### config.mk
export PLATFORM = sky130hd
export DESIGN_NAME = mmd_message_decoder
export DESIGN_NICKNAME = d
export VERILOG_FILES = /design/src/mmd_pkg.sv /design/src/mmd_bit_recovery.sv /design/src/mmd_message_decoder.sv /design/src/mmd_strobe_timer.sv
export SDC_FILE = /design/constraint.sdc
export NUM_CORES = 1
export LEC_CHECK = 0
export BUFFER_PORTS_ARGS = -buffer_cell sky130_fd_sc_hd__buf_2
export CORE_MARGIN = 2
export CORE_UTILIZATION = 30
export CTS_CLUSTER_DIAMETER = 30
export CTS_CLUSTER_SIZE = 12
export DETAILED_ROUTE_END_ITERATION = 10
export PLACE_DENSITY_LB_ADDON = 0.3
export REMOVE_ABC_BUFFERS = 1
export SYNTH_ARGS = -nofsm -noshare
export SYNTH_HDL_FRONTEND = slang
export SYNTH_SLANG_ARGS = --single-unit
### constraint.sdc
create_clock -name core_clk -period 12.3 [get_ports core_clk]
set_input_delay 3.69 -clock core_clk [delete_from_list [all_inputs] [get_ports core_clk]]
set_output_delay 3.69 -clock core_clk [all_outputs]
set_load 0.03 [all_outputs]
### src/mmd_pkg.sv
// ****************************************************************
// Shared constants and types for the message decoder
// ****************************************************************
package mmd_pkg;

  // Core clock rate and wake-up settling window
  localparam int CLK_FREQ_MHZ = 250;
  localparam int SETTLE_TIME_US = 1000;
  localparam int SETTLE_CYCLES = SETTLE_TIME_US * CLK_FREQ_MHZ;

  // Register byte addresses
  localparam logic [11:0] ADDR_CTRL = 12'h000;
  localparam logic [11:0] ADDR_IDENT = 12'h004;
  localparam logic [11:0] ADDR_HALFBIT = 12'h008;
  localparam logic [11:0] ADDR_STROBE = 12'h00C;
  localparam logic [11:0] ADDR_STATUS = 12'h010;

  // Control field positions
  localparam int CTRL_HE_BIT = 0;
  localparam int CTRL_DME_BIT = 1;
  localparam int CTRL_SR_LSB = 2;
  localparam int CTRL_SOE_BIT = 4;

  // Status field positions
  localparam int ST_RUN_BIT = 0;
  localparam int ST_SETTLED_BIT = 1;
  localparam int ST_INV_BIT = 2;
  localparam int ST_STATE_LSB = 4;

  // Power-on configuration: standalone raw-data receiver
  localparam logic RST_HE = 1'b0;
  localparam logic RST_DME = 1'b0;
  localparam logic [1:0] RST_SR = 2'h1;
  localparam logic RST_SOE = 1'b1;
  localparam logic [7:0] RST_IDENT = 8'h00;
  localparam logic [15:0] RST_HALFBIT = 16'h65BA;
  localparam logic [23:0] RST_STROBE = 24'h0F4240;

  // Header pattern, sent first bit first
  localparam logic [3:0] HEADER_WORD = 4'h6;

  // Configuration carrier
  typedef struct packed {
    logic headerEnable;
    logic dataManagerEnable;
    logic [1:0] strobeRatio;
    logic strobeOscEnable;
    logic [7:0] identifier;
    logic [15:0] halfBitCycles;
    logic [23:0] strobeCycles;
  } mmd_cfg_type;

  // Recovered bit event carrier
  typedef struct packed {
    logic valid;
    logic value;
    logic msgEnd;
  } mmd_bit_type;

  // Sleep periods for each ratio code
  function automatic logic [4:0] mmd_ratio(input logic [1:0] code);
    case (code)
      2'h0: mmd_ratio = 5'h03;
      2'h1: mmd_ratio = 5'h07;
      2'h2: mmd_ratio = 5'h0F;
      default: mmd_ratio = 5'h1F;
    endcase
  endfunction

endpackage

### src/mmd_bit_recovery.sv
`timescale 1ns/1ps
`default_nettype none
// ****************************************************************
// Manchester bit and clock recovery
// ****************************************************************
module mmd_bit_recovery (
  input wire logic core_clk,
  input wire logic reset,
  input wire logic enable,
  input wire logic [15:0] halfBitCycles,
  input wire logic lineIn,
  output mmd_pkg::mmd_bit_type bitOut
);
  import mmd_pkg::*;

  logic lineReg; // Previous line level
  logic lastMidReg; // Last edge was a mid-bit edge
  logic syncReg; // Locked onto the bit stream
  logic [17:0] gapReg; // Cycles since last edge
  logic lineEdge;
  logic [17:0] longLimit; // 1.5 half bits: only mid edges are this far apart
  logic [17:0] endLimit; // 3 half bits: no valid Manchester gap is this long

  assign lineEdge = lineIn != lineReg;
  assign longLimit = {2'h0, halfBitCycles} + {3'h0, halfBitCycles[15:1]};
  assign endLimit = {1'h0, halfBitCycles, 1'h0} + {2'h0, halfBitCycles};

  // Edge classification; every mid-bit edge yields one bit
  always_ff @(posedge core_clk or posedge reset) begin
    if (reset) begin
      lineReg <= 1'b0;
      lastMidReg <= 1'b0;
      syncReg <= 1'b0;
      gapReg <= 18'h00000;
      bitOut <= '0;
    end else if (!enable) begin
      // Idle while disabled, lose lock
      lineReg <= lineIn;
      lastMidReg <= 1'b0;
      syncReg <= 1'b0;
      gapReg <= 18'h00000;
      bitOut <= '0;
    end else begin
      lineReg <= lineIn;
      bitOut <= '0;
      if (lineEdge) begin
        gapReg <= 18'h00000;
        if (gapReg >= longLimit || !lastMidReg) begin
          // Mid edge: first half held the true value
          bitOut.valid <= 1'b1;
          bitOut.value <= lineReg;
          lastMidReg <= 1'b1;
          syncReg <= 1'b1;
        end else begin
          // Short edge after a mid edge is a bit boundary
          lastMidReg <= 1'b0;
        end
      end else if (gapReg != endLimit) begin
        gapReg <= gapReg + 18'h00001;
      end else if (syncReg) begin
        // Two equal unencoded bits hold the line past any Manchester gap
        bitOut.msgEnd <= 1'b1;
        syncReg <= 1'b0;
        lastMidReg <= 1'b0;
      end
    end
  end

endmodule
`default_nettype wire

### src/mmd_message_decoder.sv
`timescale 1ns/1ps
`default_nettype none
// Functional notes
// - Manchester: true half, then inverted half
// - Decoding runs only with data manager enabled
// - Match received byte against stored identifier
// - Inverted identifier also counts as match
// - Header is 0110 or its inverse 1001
// - Payload starts right after last header bit
// - Two equal unencoded bits end the message
// - Inverted header inverts every output payload bit
// - Stay running only if identifier seen
// - Internal timer: sleep ratio periods, run one
// - Strobe pin high always forces run mode
// - Configuration survives sleep mode unchanged
// - Data valid only after settling window
// - Output raw data or managed serial data
// - Power-on defaults work without host setup
// - Ratio codes give 3, 7, 15, 31
// - Header enable matters only with manager on
module mmd_message_decoder #(
  parameter int SETTLE_COUNT = mmd_pkg::SETTLE_CYCLES
) (
  input wire logic core_clk,
  input wire logic reset,
  input wire logic psel,
  input wire logic penable,
  input wire logic pwrite,
  input wire logic [11:0] paddr,
  input wire logic [31:0] pwdata,
  output logic [31:0] prdata,
  output logic pready,
  output logic pslverr,
  input wire logic demodData,
  input wire logic strobeIn,
  output logic runMode,
  output logic dataOut,
  output logic serialClkOut,
  output logic messageActive
);
  import mmd_pkg::*;

  // ****************************************************************
  // Declarations
  // ****************************************************************

  // All logic runs on core_clk; the line input is taken as already
  // synchronous, so no resync stage is spent on it
  // Framing states
  typedef enum logic [2:0] {
    SEARCH_ID = 3'b001,
    SEEK_HEADER = 3'b010,
    PAYLOAD = 3'b100
  } mmd_state_type;

  mmd_state_type stateReg; // Framing state
  mmd_state_type stateNext;
  mmd_cfg_type cfgReg; // Software configuration
  mmd_bit_type bitEvt; // Recovered bit stream
  logic [7:0] shiftReg; // Last eight recovered bits, newest in bit 0
  logic invertReg; // Header came inverted
  logic [17:0] settleReg; // Wake-up settling counter
  logic settledReg; // Settling window over
  logic runPrevReg; // Run mode one cycle ago
  logic decodeEnable; // Bit recovery may run
  logic keepRun; // Identifier seen in this run slot
  logic [7:0] shiftNext;
  logic idMatch;
  logic headerMatch;
  logic headerInverted;
  logic accessPhase;
  logic setupPhase;

  // ****************************************************************
  // Register bus
  // ****************************************************************

  // Address decode used only by the error flag, which marks unmapped reads and writes alike
  function automatic logic addrMapped(input logic [11:0] addr);
    addrMapped = addr == ADDR_CTRL || addr == ADDR_IDENT ||
      addr == ADDR_HALFBIT || addr == ADDR_STROBE || addr == ADDR_STATUS;
  endfunction

  assign setupPhase = psel & ~penable;
  assign accessPhase = psel & penable;
  // APB always has a setup cycle, so preparing read data there costs
  // one register and no wait state
  // Zero wait states: read data is prepared during setup
  assign pready = 1'b1;

  // Fields are taken on the access cycle only, when the write data
  // is known to be final
  // Configuration writes; sleep never touches these
  always_ff @(posedge core_clk or posedge reset) begin
    if (reset) begin
      // Standalone power-on configuration
      cfgReg.headerEnable <= RST_HE;
      cfgReg.dataManagerEnable <= RST_DME;
      cfgReg.strobeRatio <= RST_SR;
      cfgReg.strobeOscEnable <= RST_SOE;
      cfgReg.identifier <= RST_IDENT;
      cfgReg.halfBitCycles <= RST_HALFBIT;
      cfgReg.strobeCycles <= RST_STROBE;
    end else if (accessPhase && pwrite) begin
      case (paddr)
        ADDR_CTRL: begin
          cfgReg.headerEnable <= pwdata[CTRL_HE_BIT];
          cfgReg.dataManagerEnable <= pwdata[CTRL_DME_BIT];
          cfgReg.strobeRatio <= pwdata[CTRL_SR_LSB +: 2];
          cfgReg.strobeOscEnable <= pwdata[CTRL_SOE_BIT];
        end
        ADDR_IDENT: begin
          cfgReg.identifier <= pwdata[7:0];
        end
        ADDR_HALFBIT: begin
          cfgReg.halfBitCycles <= pwdata[15:0];
        end
        ADDR_STROBE: begin
          cfgReg.strobeCycles <= pwdata[23:0];
        end
        default: begin
          // Status is read-only, unmapped writes are dropped
        end
      endcase
    end
  end

  // The error flag drops with psel, so an idle bus shows no stale error
  // Read data and error flag, captured in the setup cycle
  always_ff @(posedge core_clk or posedge reset) begin
    if (reset) begin
      prdata <= 32'h00000000;
      pslverr <= 1'b0;
    end else if (setupPhase) begin
      prdata <= 32'h00000000;
      pslverr <= ~addrMapped(paddr);
      case (paddr)
        ADDR_CTRL: begin
          prdata[CTRL_HE_BIT] <= cfgReg.headerEnable;
          prdata[CTRL_DME_BIT] <= cfgReg.dataManagerEnable;
          prdata[CTRL_SR_LSB +: 2] <= cfgReg.strobeRatio;
          prdata[CTRL_SOE_BIT] <= cfgReg.strobeOscEnable;
        end
        ADDR_IDENT: begin
          prdata[7:0] <= cfgReg.identifier;
        end
        ADDR_HALFBIT: begin
          prdata[15:0] <= cfgReg.halfBitCycles;
        end
        ADDR_STROBE: begin
          prdata[23:0] <= cfgReg.strobeCycles;
        end
        ADDR_STATUS: begin
          // Live block state for software
          prdata[ST_RUN_BIT] <= runMode;
          prdata[ST_SETTLED_BIT] <= settledReg;
          prdata[ST_INV_BIT] <= invertReg;
          prdata[ST_STATE_LSB +: 3] <= stateReg;
        end
        default: begin
          // Unmapped reads return zero with an error
        end
      endcase
    end else if (!psel) begin
      pslverr <= 1'b0;
    end
  end

  // ****************************************************************
  // Power cycling and settling
  // ****************************************************************

  // The timer owns sleep and run; the framer only asks it to hold
  // the run slot while a telegram is being taken in
  // Framer holding the link counts as identifier seen
  assign keepRun = stateReg != SEARCH_ID;

  mmd_strobe_timer strobeTimer (
    .core_clk(core_clk),
    .reset(reset),
    .oscEnable(cfgReg.strobeOscEnable),
    .ratioCode(cfgReg.strobeRatio),
    .strobeCycles(cfgReg.strobeCycles),
    .keepRun(keepRun),
    .strobeIn(strobeIn),
    .runMode(runMode)
  );

  // Limitation: bits inside the window are lost, so an identifier
  // burst must last well beyond one window to be caught
  // Settling window restarts at every wake-up; the counter saturates
  // so a long run does not wrap back into the blind window
  always_ff @(posedge core_clk or posedge reset) begin
    if (reset) begin
      runPrevReg <= 1'b0;
      settleReg <= 18'h00000;
      settledReg <= 1'b0;
    end else begin
      runPrevReg <= runMode;
      if (!runMode || !runPrevReg) begin
        settleReg <= 18'h00000;
        settledReg <= 1'b0;
      end else if (settleReg >= 18'(SETTLE_COUNT - 1)) begin
        settledReg <= 1'b1;
      end else begin
        settleReg <= settleReg + 18'h00001;
      end
    end
  end

  // Decoding only when managed, awake and settled
  assign decodeEnable = cfgReg.dataManagerEnable & runMode & settledReg;

  // ****************************************************************
  // Bit recovery
  // ****************************************************************

  // Recovery keeps tracking the line level while disabled, so a stale
  // level cannot fake an edge at the moment decoding starts
  mmd_bit_recovery bitRecovery (
    .core_clk(core_clk),
    .reset(reset),
    .enable(decodeEnable),
    .halfBitCycles(cfgReg.halfBitCycles),
    .lineIn(demodData),
    .bitOut(bitEvt)
  );

  // ****************************************************************
  // Framing
  // ****************************************************************

  // Matching looks at shiftNext, so a word completed by this bit is
  // judged in the same cycle as the bit event
  // Newest bit enters at the bottom, so the byte reads MSB first
  assign shiftNext = {shiftReg[6:0], bitEvt.value};
  // True or complemented identifier
  assign idMatch = shiftNext == cfgReg.identifier ||
    shiftNext == ~cfgReg.identifier;
  // Four-bit header or its inverse
  assign headerMatch = shiftNext[3:0] == HEADER_WORD ||
    shiftNext[3:0] == ~HEADER_WORD;
  assign headerInverted = shiftNext[3:0] == ~HEADER_WORD;

  // Loss of enable wins over every transition, so a half-seen
  // telegram never leaks payload after a wake-up
  // Next framing state
  always_comb begin
    stateNext = stateReg;
    case (stateReg)
      SEARCH_ID: begin
        if (bitEvt.valid && idMatch) begin
          // Header only expected when enabled
          stateNext = cfgReg.headerEnable ? SEEK_HEADER : PAYLOAD;
        end
      end
      SEEK_HEADER: begin
        if (bitEvt.valid && headerMatch) begin
          stateNext = PAYLOAD;
        end
      end
      PAYLOAD: begin
        stateNext = PAYLOAD;
      end
      default: begin
        stateNext = SEARCH_ID;
      end
    endcase
    // End word or loss of enable restarts the search
    if (bitEvt.msgEnd || !decodeEnable) begin
      stateNext = SEARCH_ID;
    end
  end

  // One-hot codes let software read the state field as plain flags
  // State register
  always_ff @(posedge core_clk or posedge reset) begin
    if (reset) begin
      stateReg <= SEARCH_ID;
    end else begin
      stateReg <= stateNext;
    end
  end

  // Bit history; cleared at each state change so stale bits never match
  // This also stops identifier bits from completing a header
  always_ff @(posedge core_clk or posedge reset) begin
    if (reset) begin
      shiftReg <= 8'h00;
    end else if (stateNext != stateReg || bitEvt.msgEnd) begin
      shiftReg <= 8'h00;
    end else if (bitEvt.valid) begin
      shiftReg <= shiftNext;
    end
  end

  // Inversion is latched on the last header bit and cleared on every
  // return to search, so it never carries into the next telegram
  // Polarity of the current message
  always_ff @(posedge core_clk or posedge reset) begin
    if (reset) begin
      invertReg <= 1'b0;
    end else if (stateNext == SEARCH_ID) begin
      invertReg <= 1'b0;
    end else if (stateReg == SEEK_HEADER && bitEvt.valid && headerMatch) begin
      invertReg <= headerInverted;
    end
  end

  // ****************************************************************
  // Output port
  // ****************************************************************

  // The strobe lasts one cycle, but dataOut stands until the next
  // payload bit, so the host may sample it at any time before that
  // Raw comparator level when unmanaged, payload bits when managed
  always_ff @(posedge core_clk or posedge reset) begin
    if (reset) begin
      dataOut <= 1'b0;
      serialClkOut <= 1'b0;
      messageActive <= 1'b0;
    end else begin
      serialClkOut <= 1'b0;
      messageActive <= stateReg == PAYLOAD;
      if (!cfgReg.dataManagerEnable) begin
        dataOut <= demodData;
      end else if (stateReg == PAYLOAD && bitEvt.valid) begin
        // First bit after header is payload, polarity fixed
        dataOut <= bitEvt.value ^ invertReg;
        serialClkOut <= 1'b1;
      end
    end
  end

endmodule
`default_nettype wire

### src/mmd_strobe_timer.sv
`timescale 1ns/1ps
`default_nettype none
// ****************************************************************
// Sleep/run strobe timer
// ****************************************************************
module mmd_strobe_timer (
  input wire logic core_clk,
  input wire logic reset,
  input wire logic oscEnable,
  input wire logic [1:0] ratioCode,
  input wire logic [23:0] strobeCycles,
  input wire logic keepRun,
  input wire logic strobeIn,
  output logic runMode
);
  import mmd_pkg::*;

  logic [23:0] prescaleReg; // Models the strobe oscillator period
  logic [4:0] phaseReg; // Periods elapsed in this cycle
  logic tick;
  logic runSlot;

  assign tick = prescaleReg >= strobeCycles - 24'h000001;
  assign runSlot = phaseReg == mmd_ratio(ratioCode);

  // Period counter: ratio sleep periods, then one run period
  always_ff @(posedge core_clk or posedge reset) begin
    if (reset) begin
      prescaleReg <= 24'h000000;
      phaseReg <= 5'h00;
    end else if (!oscEnable) begin
      prescaleReg <= 24'h000000;
      phaseReg <= 5'h00;
    end else if (tick) begin
      prescaleReg <= 24'h000000;
      if (phaseReg > mmd_ratio(ratioCode)) begin
        phaseReg <= 5'h00;
      end else if (runSlot) begin
        // Identifier found: hold the run slot, else back to sleep
        phaseReg <= keepRun ? phaseReg : 5'h00;
      end else begin
        phaseReg <= phaseReg + 5'h01;
      end
    end else begin
      prescaleReg <= prescaleReg + 24'h000001;
    end
  end

  // Strobe pin high forces run whatever the timer says
  always_ff @(posedge core_clk or posedge reset) begin
    if (reset) begin
      runMode <= 1'b0;
    end else begin
      runMode <= strobeIn | (oscEnable & runSlot);
    end
  end

endmodule
`default_nettype wire

== Word level (Yosys, flattened, before mapping) ==
Cells that the tools add are included.

* Reduce and logical (&&, ||, !) cells: 32
* Eq/ne operators: 28
* Add/sub/neg operators: 7
* Bitwise gates (word level): 10
* $lt $le $gt $ge: 4
* Muxes and demuxes: 54

{| class="wikitable"
|+ Operators with widths
! operator !! number
|-
| $mux W18 || 5
|-
| $mux W24 || 2
|-
| $add A18 B1 Y18 const B || 2
|-
| $mux W5 || 7
|-
| $add A24 B1 Y24 const B || 1
|-
| $eq A12 B4 Y1 const B || 2
|-
| $ge A24 B24 Y1 || 1
|-
| $sub A24 B1 Y24 const B || 1
|-
| $mux W1 || 22
|-
| $add A17 B16 Y18 || 1
|-
| $ge A18 B18 Y1 || 1
|-
| $ge A18 B18 Y1 const B || 1
|-
| $ne A18 B18 Y1 || 1
|-
| $add A16 B15 Y17 || 1
|-
| $eq A8 B8 Y1 || 2
|-
| $pmux W8 S2 || 1
|-
| $mux W3 || 5
|-
| $pmux W3 S5 || 1
|-
| $pmux W5 S3 || 1
|-
| $mux W7 || 2
|-
| $reduce_and A2 Y1 || 7
|-
| $eq A12 B3 Y1 const B || 1
|-
| $eq A12 B5 Y1 const B || 1
|-
| $logic_not A12 Y1 || 1
|-
| 34 further kinds || 65
|}

* Word-level logic and storage cells: 163
* Output and inout port bits: 38
* Register bits after elaboration: 166
* Bits of input ports: 51

== Depth between registers and ports, before layout ==
Gate-level depths: netlist of run 1.

* Depth in word-level cells: 10
* Depth in mapped cells: 18
* Gate-level depth less buffers: 18

== Hierarchy ==
A second synthesis of run 1 with hierarchy kept.

* Cells, all modules: 1,130
* Area total of the unflattened synthesis: 11,063.1 um2

{| class="wikitable"
|+ By module, submodules not included
! module !! seq. area each (um2) !! area an instance (um2) !! cells each !! instances
|-
| mmd_message_decoder || 2,826.5 || 5,365.1 || 454 || 1
|-
| mmd_bit_recovery || 600.6 || 3,210.6 || 398 || 1
|-
| mmd_strobe_timer || 750.7 || 2,487.4 || 278 || 1
|}

== Least setup slack after synthesis of run 1 ==
OpenSTA, ideal clock, no wires.

* Kind: input-to-reg
* From: in paddr[7]
* To: reg, netlist name cfgReg[24]
* Library setup time: 125 ps
* Buffers on the path: 1
* Stages on the path: 7
* Arrival: 5,890 ps
* Setup slack: 6,285 ps
* Data required time: 12,175 ps
* Cells stage by stage: nor4_1 nand3_1 nor2_1 nand2_1 nor3_1 clkbuf_1 mux2_2

* Word-level cells in the longest chain between the ends: 2

{| class="wikitable"
|+ Ends and longest elaborated chain
! what !! RTL line !! RTL
|-
| start: declaration || mmd_message_decoder.sv:29 || <nowiki>input wire logic [11:0] paddr,</nowiki>
|-
| $eq A12 B4 Y1 || mmd_message_decoder.sv:105 || <nowiki>case (paddr)</nowiki>
|-
| $reduce_and A2 Y1 (no line) || n/a ||
|}

No other way between the ends.
A chain may end at the register's enable or synchronous reset.

== Worst setup path in the final report of run 1 ==
* From: in paddr[2]
* To: reg cfgReg[43] (netlist bit)

* Word-level cells in the longest chain between the ends: 2

{| class="wikitable"
|+ Ends and longest elaborated chain
! what !! RTL line !! RTL
|-
| $eq A12 B3 Y1 || mmd_message_decoder.sv:105 ||
|-
| $reduce_and A2 Y1 (no line) || n/a ||
|-
| end: declaration || mmd_message_decoder.sv:58 || <nowiki>mmd_cfg_type cfgReg;</nowiki>
|}

No other way between the ends.

==> results.yml, run 1 <==
yosys:
  yosys_most_used_dff: "dfrtp_1"
  post_synthesis_instance_total: 1009
  synth_commonest_cells: "147 x dfrtp_1, 92 x nor2_1, 75 x nand2_1, 65 x ha_1, 54 x xnor2_1"
  seq_area_frac_synth: 0.412
  avgSynthCellArea_sq_um: 10.0
  synth-async-reset-ratio: 1.00
  synthTopCellsByArea: "dfrtp_1 36%, ha_1 8.0%, mux2_2 5.7%"
  synth_edf_count: 0
  yosys.area.top_type_share: 0.363
  postSynthRegisterBits: 166
  synth-warning-count: 0
  synthDistinctLibCells: 70
  synth.most_common_cell: "dfrtp_1"
  synth_area_sq_um: 10100
  synthDominantAreaCellType: "dfrtp_1"
die:
  boundaryPins: 89
  floorplan.initialDensity: 0.304
  standard_cell_rows: 67
  die_area_sq_um: 35300
  core-area_sq_um: 33400
  die_height_microns: 188
  die-width_microns: 188
global_route:
  grt.met1_usage: 0.181
  grt_pass1_wl_microns: 39700
  grt_pass1_vias: 7583
  grt.met2_usage: 0.236
  global_route.usage.met3: 0.0247
  grt.total_usage: 0.140
  grt-ovfl-total: 0
  maximum_number_of_pins_on_one_net_before_global_route_repair: 70
  initial_antenna_violation_count: 2
  globalRoute.busiestLayer: "met2"
finish:
  postLayoutCellArea_sq_um: 11600
  final_core_util: 0.348
  area_growth_pct: 14.5
  finalNetCount: 1194
  final_layout_size_suffix_gt1_frac: 0.181
power:
  leakage_uw: 0.00511
  ir_worst_vdd_v: 0.0000923
  pwr_density_cell_nw_per_um2: 102
timing:
  timing.final.ws_setup_ns: 6.34
  rsz_0062_raised_after_global_routing: "false"
  layout_min_cycle_time_ns: 5.96
  holdWs_ns: 0.475
  timing.fmax_ghz: 0.168
  worstMarginPinSlew_ns: 0.779
  setup_viol: 0
  setup_total_negative_slack_ns: 0
  report.final.hold_viol_count: 0
  drv_slew: 0
  fin_skew_ns: 0.0133
  post-route-period-util: 0.485
  maxSlewHeadroom: 0.476
clock_network:
  post-cts-setup-buffer-count: 0
  clkLatencyLatePin_ns: 0.44
  cts_resized: 0
  h-tree-depth: 4
  postCtsHoldBufs: 0
  cts_root_buffer: "clkbuf_16"
  cts_made_buffers: 17
  clockBufferDepth: 2
  tritoncts: "yes"
  worst_setup_hold_path_clk_slew_ns: 0.06
  cts.sink_count: 166
placed_design:
  placed_cell_area_sq_um: 11000
  finalWeightedCongestion: 0.787
  numPortBuffers: 71
  place_hpwl_microns: 17600
  place_worst_setup_slack_ns: 5.93
routing:
  detail_route.first_pass.iterations: 4
  ant_nets: 0
  route.vias.total: 7627
  drt_first_iter_violations: 541
  routed_via_density: 4.96
  detail_route.wl_per_cell_microns: 15.4
  routed_wirelength_microns: 23700
  detail_route.drc_violations: 0
min_path:
  min-delay-path-class: "reg -> reg"
  holdPathStages: 2
setup_path:
  worstPathMaxFanout: 21
  cp_data_required_time_ns: 12.62
  endpoint_kind: "register"
  timing.critical_path.arrival_ns: 6.28
  critical_path_class: "in -> reg"
  setup.worst_path.start_class: "input pin"
  timing.reg2reg.worst_path_depth: 16
job:
  cap_violations: 0
run_status:
  outcome: "finished, final reports clean"
worst max-delay path, cell delays in order:
cell and delay [ns]:
buf_2 0.44, inv_1 0.27, nor4_1 0.74, nor2b_1 0.71
mux2_2 0.41
cells in the final DEF, fill, tap and decap left out, types with 11 or more instances in the layout:
| cell type | n |
|---|---|
| clkbuf_16 | 17 |
| dfrtp_1 | 147 |
| nor3_1 | 17 |
| a21o_1 | 17 |
| a21oi_1 | 49 |
| nor2_1 | 92 |
| ha_1 | 65 |
| inv_1 | 23 |
| or3_1 | 11 |
| xnor2_1 | 54 |
| dfstp_2 | 19 |
| nand2_1 | 75 |
| mux2i_1 | 24 |
| mux2_2 | 51 |
| or4_1 | 14 |
| xor2_1 | 40 |
| nand3_1 | 35 |
| o31ai_1 | 12 |
| buf_2 | 71 |
| o21ai_0 | 47 |
| and3_1 | 20 |
| nor2b_1 | 12 |
| nand4_1 | 17 |
power by group:
part | internal [uW] | switching (uW) | total (uW)
Combinational | 10.5 | 29.6 | 40.1
Sequential | 548 | 1.56 | 549
Clock | 366 | 230 | 596
layout make-up:
class | count | area (sq um)
Fill cell | 3426 | 21800
Tap cell | 448 | 561
Inverter | 24 | 95.1
Antenna cell | 1 | 2.50
Clock buffer | 20 | 447
Timing Repair Buffer | 80 | 423
Clock inverter | 12 | 198
Multi-Input combinational cell | 788 | 5700
Sequential cell | 166 | 4180
logic make-up after synthesis:
kind of cell             share of synthesized area
AO/OA/AOI/OAI                                0.120
flip-flops                                   0.412
other                                     0.000741
AND/OR/NAND/NOR                              0.174
multiplexers                                0.0871
XOR/XNOR                                    0.0950
adder cells (fa/ha/maj)                     0.0823
buffers and inverters                       0.0289
per-layer routing:
metal | vias to the layer above | routed length (microns)
li1 | 3779 | -
met1 | 3738 | 11200
met2 | 82 | 11600
met3 | 26 | 538
met4 | 2 | 411
met5 | - | 13
path summary, 6_finish.rpt:
check                                       from                              endpoint  slack [ns]
min in group asynchronous                  reset  strobeTimer.prescaleReg[2]$_DFF_PP0_        3.34
min reg2reg                prdata[3]$_DFFE_PP0P_                 prdata[3]$_DFFE_PP0P_        0.48
max                                     paddr[2]                cfgReg[43]$_DFFE_PP0P_        6.34
max reg2reg                cfgReg[4]$_DFFE_PP0P_   strobeTimer.phaseReg[1]$_DFFE_PP0P_        7.78
min                        prdata[3]$_DFFE_PP0P_                 prdata[3]$_DFFE_PP0P_        0.48
max in group asynchronous                  reset               messageActive$_DFF_PP0_        7.20
metrics by stage:
stage                     power, uW  std cells
final                          1190       1539
after global routing           1220       1539
after CTS                      1200       1538
after detailed placement        600       1506
after global placement          600       1506
after floorplan                 580        978
sequential cells by signal, indices dropped and copies added (netlist names), 3 cells and up:
name                     count
cfgReg                      53
prdata                      24
strobeTimer.prescaleReg     24
bitRecovery.gapReg          18
settleReg                   18
shiftReg                     7
strobeTimer.phaseReg         5
bitRecovery.bitOut           3
stateReg                     3
No activity file was read; power rests on OpenSTA's default activity.
==> run 2, diff against run 1 <==
clock period = 4.86 ns   (was 12.3 ns; I/O delays follow)
==> run 2 against run 1 <==
- clock skew shrank 0.0025 ns
- non-clock buffer count up 2
- count of clock-buffer cells in the layout fell by 1
- flip-flop and latch count unchanged
- worst setup slack got worse by 5.7 ns
- critical path depth increased by 10
- combinational power rose to 2.5 times the previous value
- power rose by 130%
- largest power group is now registers
- highest routed layer unchanged
==> results.yml, run 2 (same netlist as run 1, synthesis figures left out) <==
timing:
  timing.fmax_ghz: 0.235
  setup_viol: 0
  post-route-period-util: 0.875
  drv_slew: 0
  setup_total_negative_slack_ns: 0
  report.final.hold_viol_count: 0
  fin_skew_ns: 0.0108
  layout_min_cycle_time_ns: 4.25
  maxSlewHeadroom: 0.525
  rsz_0062_raised_after_global_routing: "false"
  worstMarginPinSlew_ns: 0.706
  holdWs_ns: 0.490
setup_path:
  timing.critical_path.arrival_ns: 4.57
  worstPathMaxFanout: 5
  launch_instance_of_the_worst_register_to_register_path: "cfgReg[5]$_DFFE_PP0P_"
  cp_data_required_time_ns: 5.18
  setup.worst_path.start_class: "register"
  critical_path_class: "reg -> reg"
  endpoint_kind: "register"
  setup.worst_path.start: "cfgReg[5]$_DFFE_PP0P_"
finish:
  finalNetCount: 1196
  largest_register: "cfgReg"
  layout.cells.most_common: "dfrtp_1"
  area_growth_pct: 13.8
  fill_cells: 3430
  final_layout_size_suffix_gt1_frac: 0.183
  number_of_flip_flops_under_the_largest_register_name: 53
  postLayoutCellArea_sq_um: 11500
  top_regs: "cfgReg x53, prdata x24, strobeTimer.prescaleReg x24"
  cell_count_final_fillers_out: 1542
  most_used_cells_in_the_layout_excluding_fill_and_tap_cells: "147 x dfrtp_1, 92 x nor2_1, 75 x nand2_1"
clock_network:
  h-tree-depth: 4
  cts.sink_count: 166
  cts_resized: 0
  postCtsHoldBufs: 0
  tritoncts: "yes"
  cts_root_buffer: "clkbuf_16"
  cts_made_buffers: 17
  worst_setup_hold_path_clk_slew_ns: 0.06
  clkLatencyLatePin_ns: 0.43
  post-cts-setup-buffer-count: 0
  clockBufferDepth: 2
routing:
  routed_via_density: 4.93
  detail_route.drc_violations: 0
  detail_route.wl_per_cell_microns: 15.2
  route.vias.total: 7597
  ant_nets: 0
  detail_route.first_pass.iterations: 4
  routed_wirelength_microns: 23500
  drt_first_iter_violations: 492
min_path:
  min_delay_src: "prdata[0]$_DFFE_PP0P_"
  min-delay-path-class: "reg -> reg"
placed_design:
  numPortBuffers: 71
  place_hpwl_microns: 17600
  placed_cell_area_sq_um: 11000
  finalWeightedCongestion: 0.806
  dpl.cell_count: 1508
run_status:
  outcome: "finished, final reports clean"
global_route:
  grt-ovfl-total: 0
  grt_pass1_wl_microns: 39700
  maximum_number_of_pins_on_one_net_before_global_route_repair: 73
  initial_antenna_violation_count: 3
  grt.total_usage: 0.139
  grt_pass1_vias: 7621
die:
  die-width_microns: 188
  die_height_microns: 188
  boundaryPins: 89
  floorplan.initialDensity: 0.304
  core-area_sq_um: 33400
  standard_cell_rows: 67
  die_area_sq_um: 35300
power:
  pwr_density_cell_nw_per_um2: 239
  ir_worst_vdd_v: 0.000217
  post-layout-total-power_uw: 2750
  leakage_uw: 0.00508
job:
  cap_violations: 0
-- run 2: cell types whose count changed in the layout (fill, tap and decap cells not counted), sizes merged --
cell    delta
bufinv     -5
inv        +4
buf        +2
clkinv     +2
clkbuf     -1
diode      +1
-- run 2: area by class of cell --
class	count	area [sq um]	area share
multi-input cells	788	5700	0.494
flip-flops and latches	166	4180	0.362
well taps	448	561	0.0486
repair buffers	82	450	0.0391
clock buffers	19	443	0.0384
clock inverters	13	96.3	0.00836
inverters	24	95.1	0.00825
diodes	2	5.00	0.000434
-- run 2: path summary, 6_finish.rpt --
path	endpoint	slack (ns)	cells after the start
worst min register to register	prdata[0]$_DFFE_PP0P_	0.49	2
worst max-delay path	strobeTimer.phaseReg[1]$_DFFE_PP0P_	0.61	15
worst max register to register	strobeTimer.phaseReg[1]$_DFFE_PP0P_	0.61	15
worst min-delay path	prdata[0]$_DFFE_PP0P_	0.49	2
max in group asynchronous	cfgReg[27]$_DFFE_PP1P_	2.88	3
min in group asynchronous	strobeTimer.prescaleReg[2]$_DFF_PP0_	1.12	2
-- run 2: report_power, final --
group / leakage (uW) / internal [uW] / switching (uW)
Combinational: 0.00259 / 27.7 / 74.1
Clock: 0.000265 / 674 / 588
Sequential: 0.00222 / 1390 / 3.98
Total: 0.00508 / 2090 / 666
-- run 2: per-layer routing --
metal  wire, microns  GRT usage
met1           10700      0.179
met2           11700      0.240
met3             661     0.0247
met4             359     0.0400
met5              13          0
-- run 2: stage by stage --
step / setup WS [ns] / utilization
2_1_floorplan: -1.06 / -
3_3_place_gp: 0.553 / 0.329
3_5_place_dp: 0.529 / 0.329
4_1_cts: 0.510 / 0.345
5_1_grt: 0.187 / 0.345
6_report: 0.609 / 0.345
-- run 2: worst max-delay path: stages (launching register included) --
cell and delay [ns]:
dfrtp_1 0.42, or4_1 0.59, or3_1 0.37, nor3_1 0.25
nand2_1 0.15, nor2_1 0.10, nand2_1 0.11, nor2_1 0.22
xnor2_1 0.10, ha_1 0.28, and4_1 0.22, nor4b_1 0.26
a211oi_1 0.14, o21ai_2 0.27, o21ai_0 0.30, mux2_2 0.36
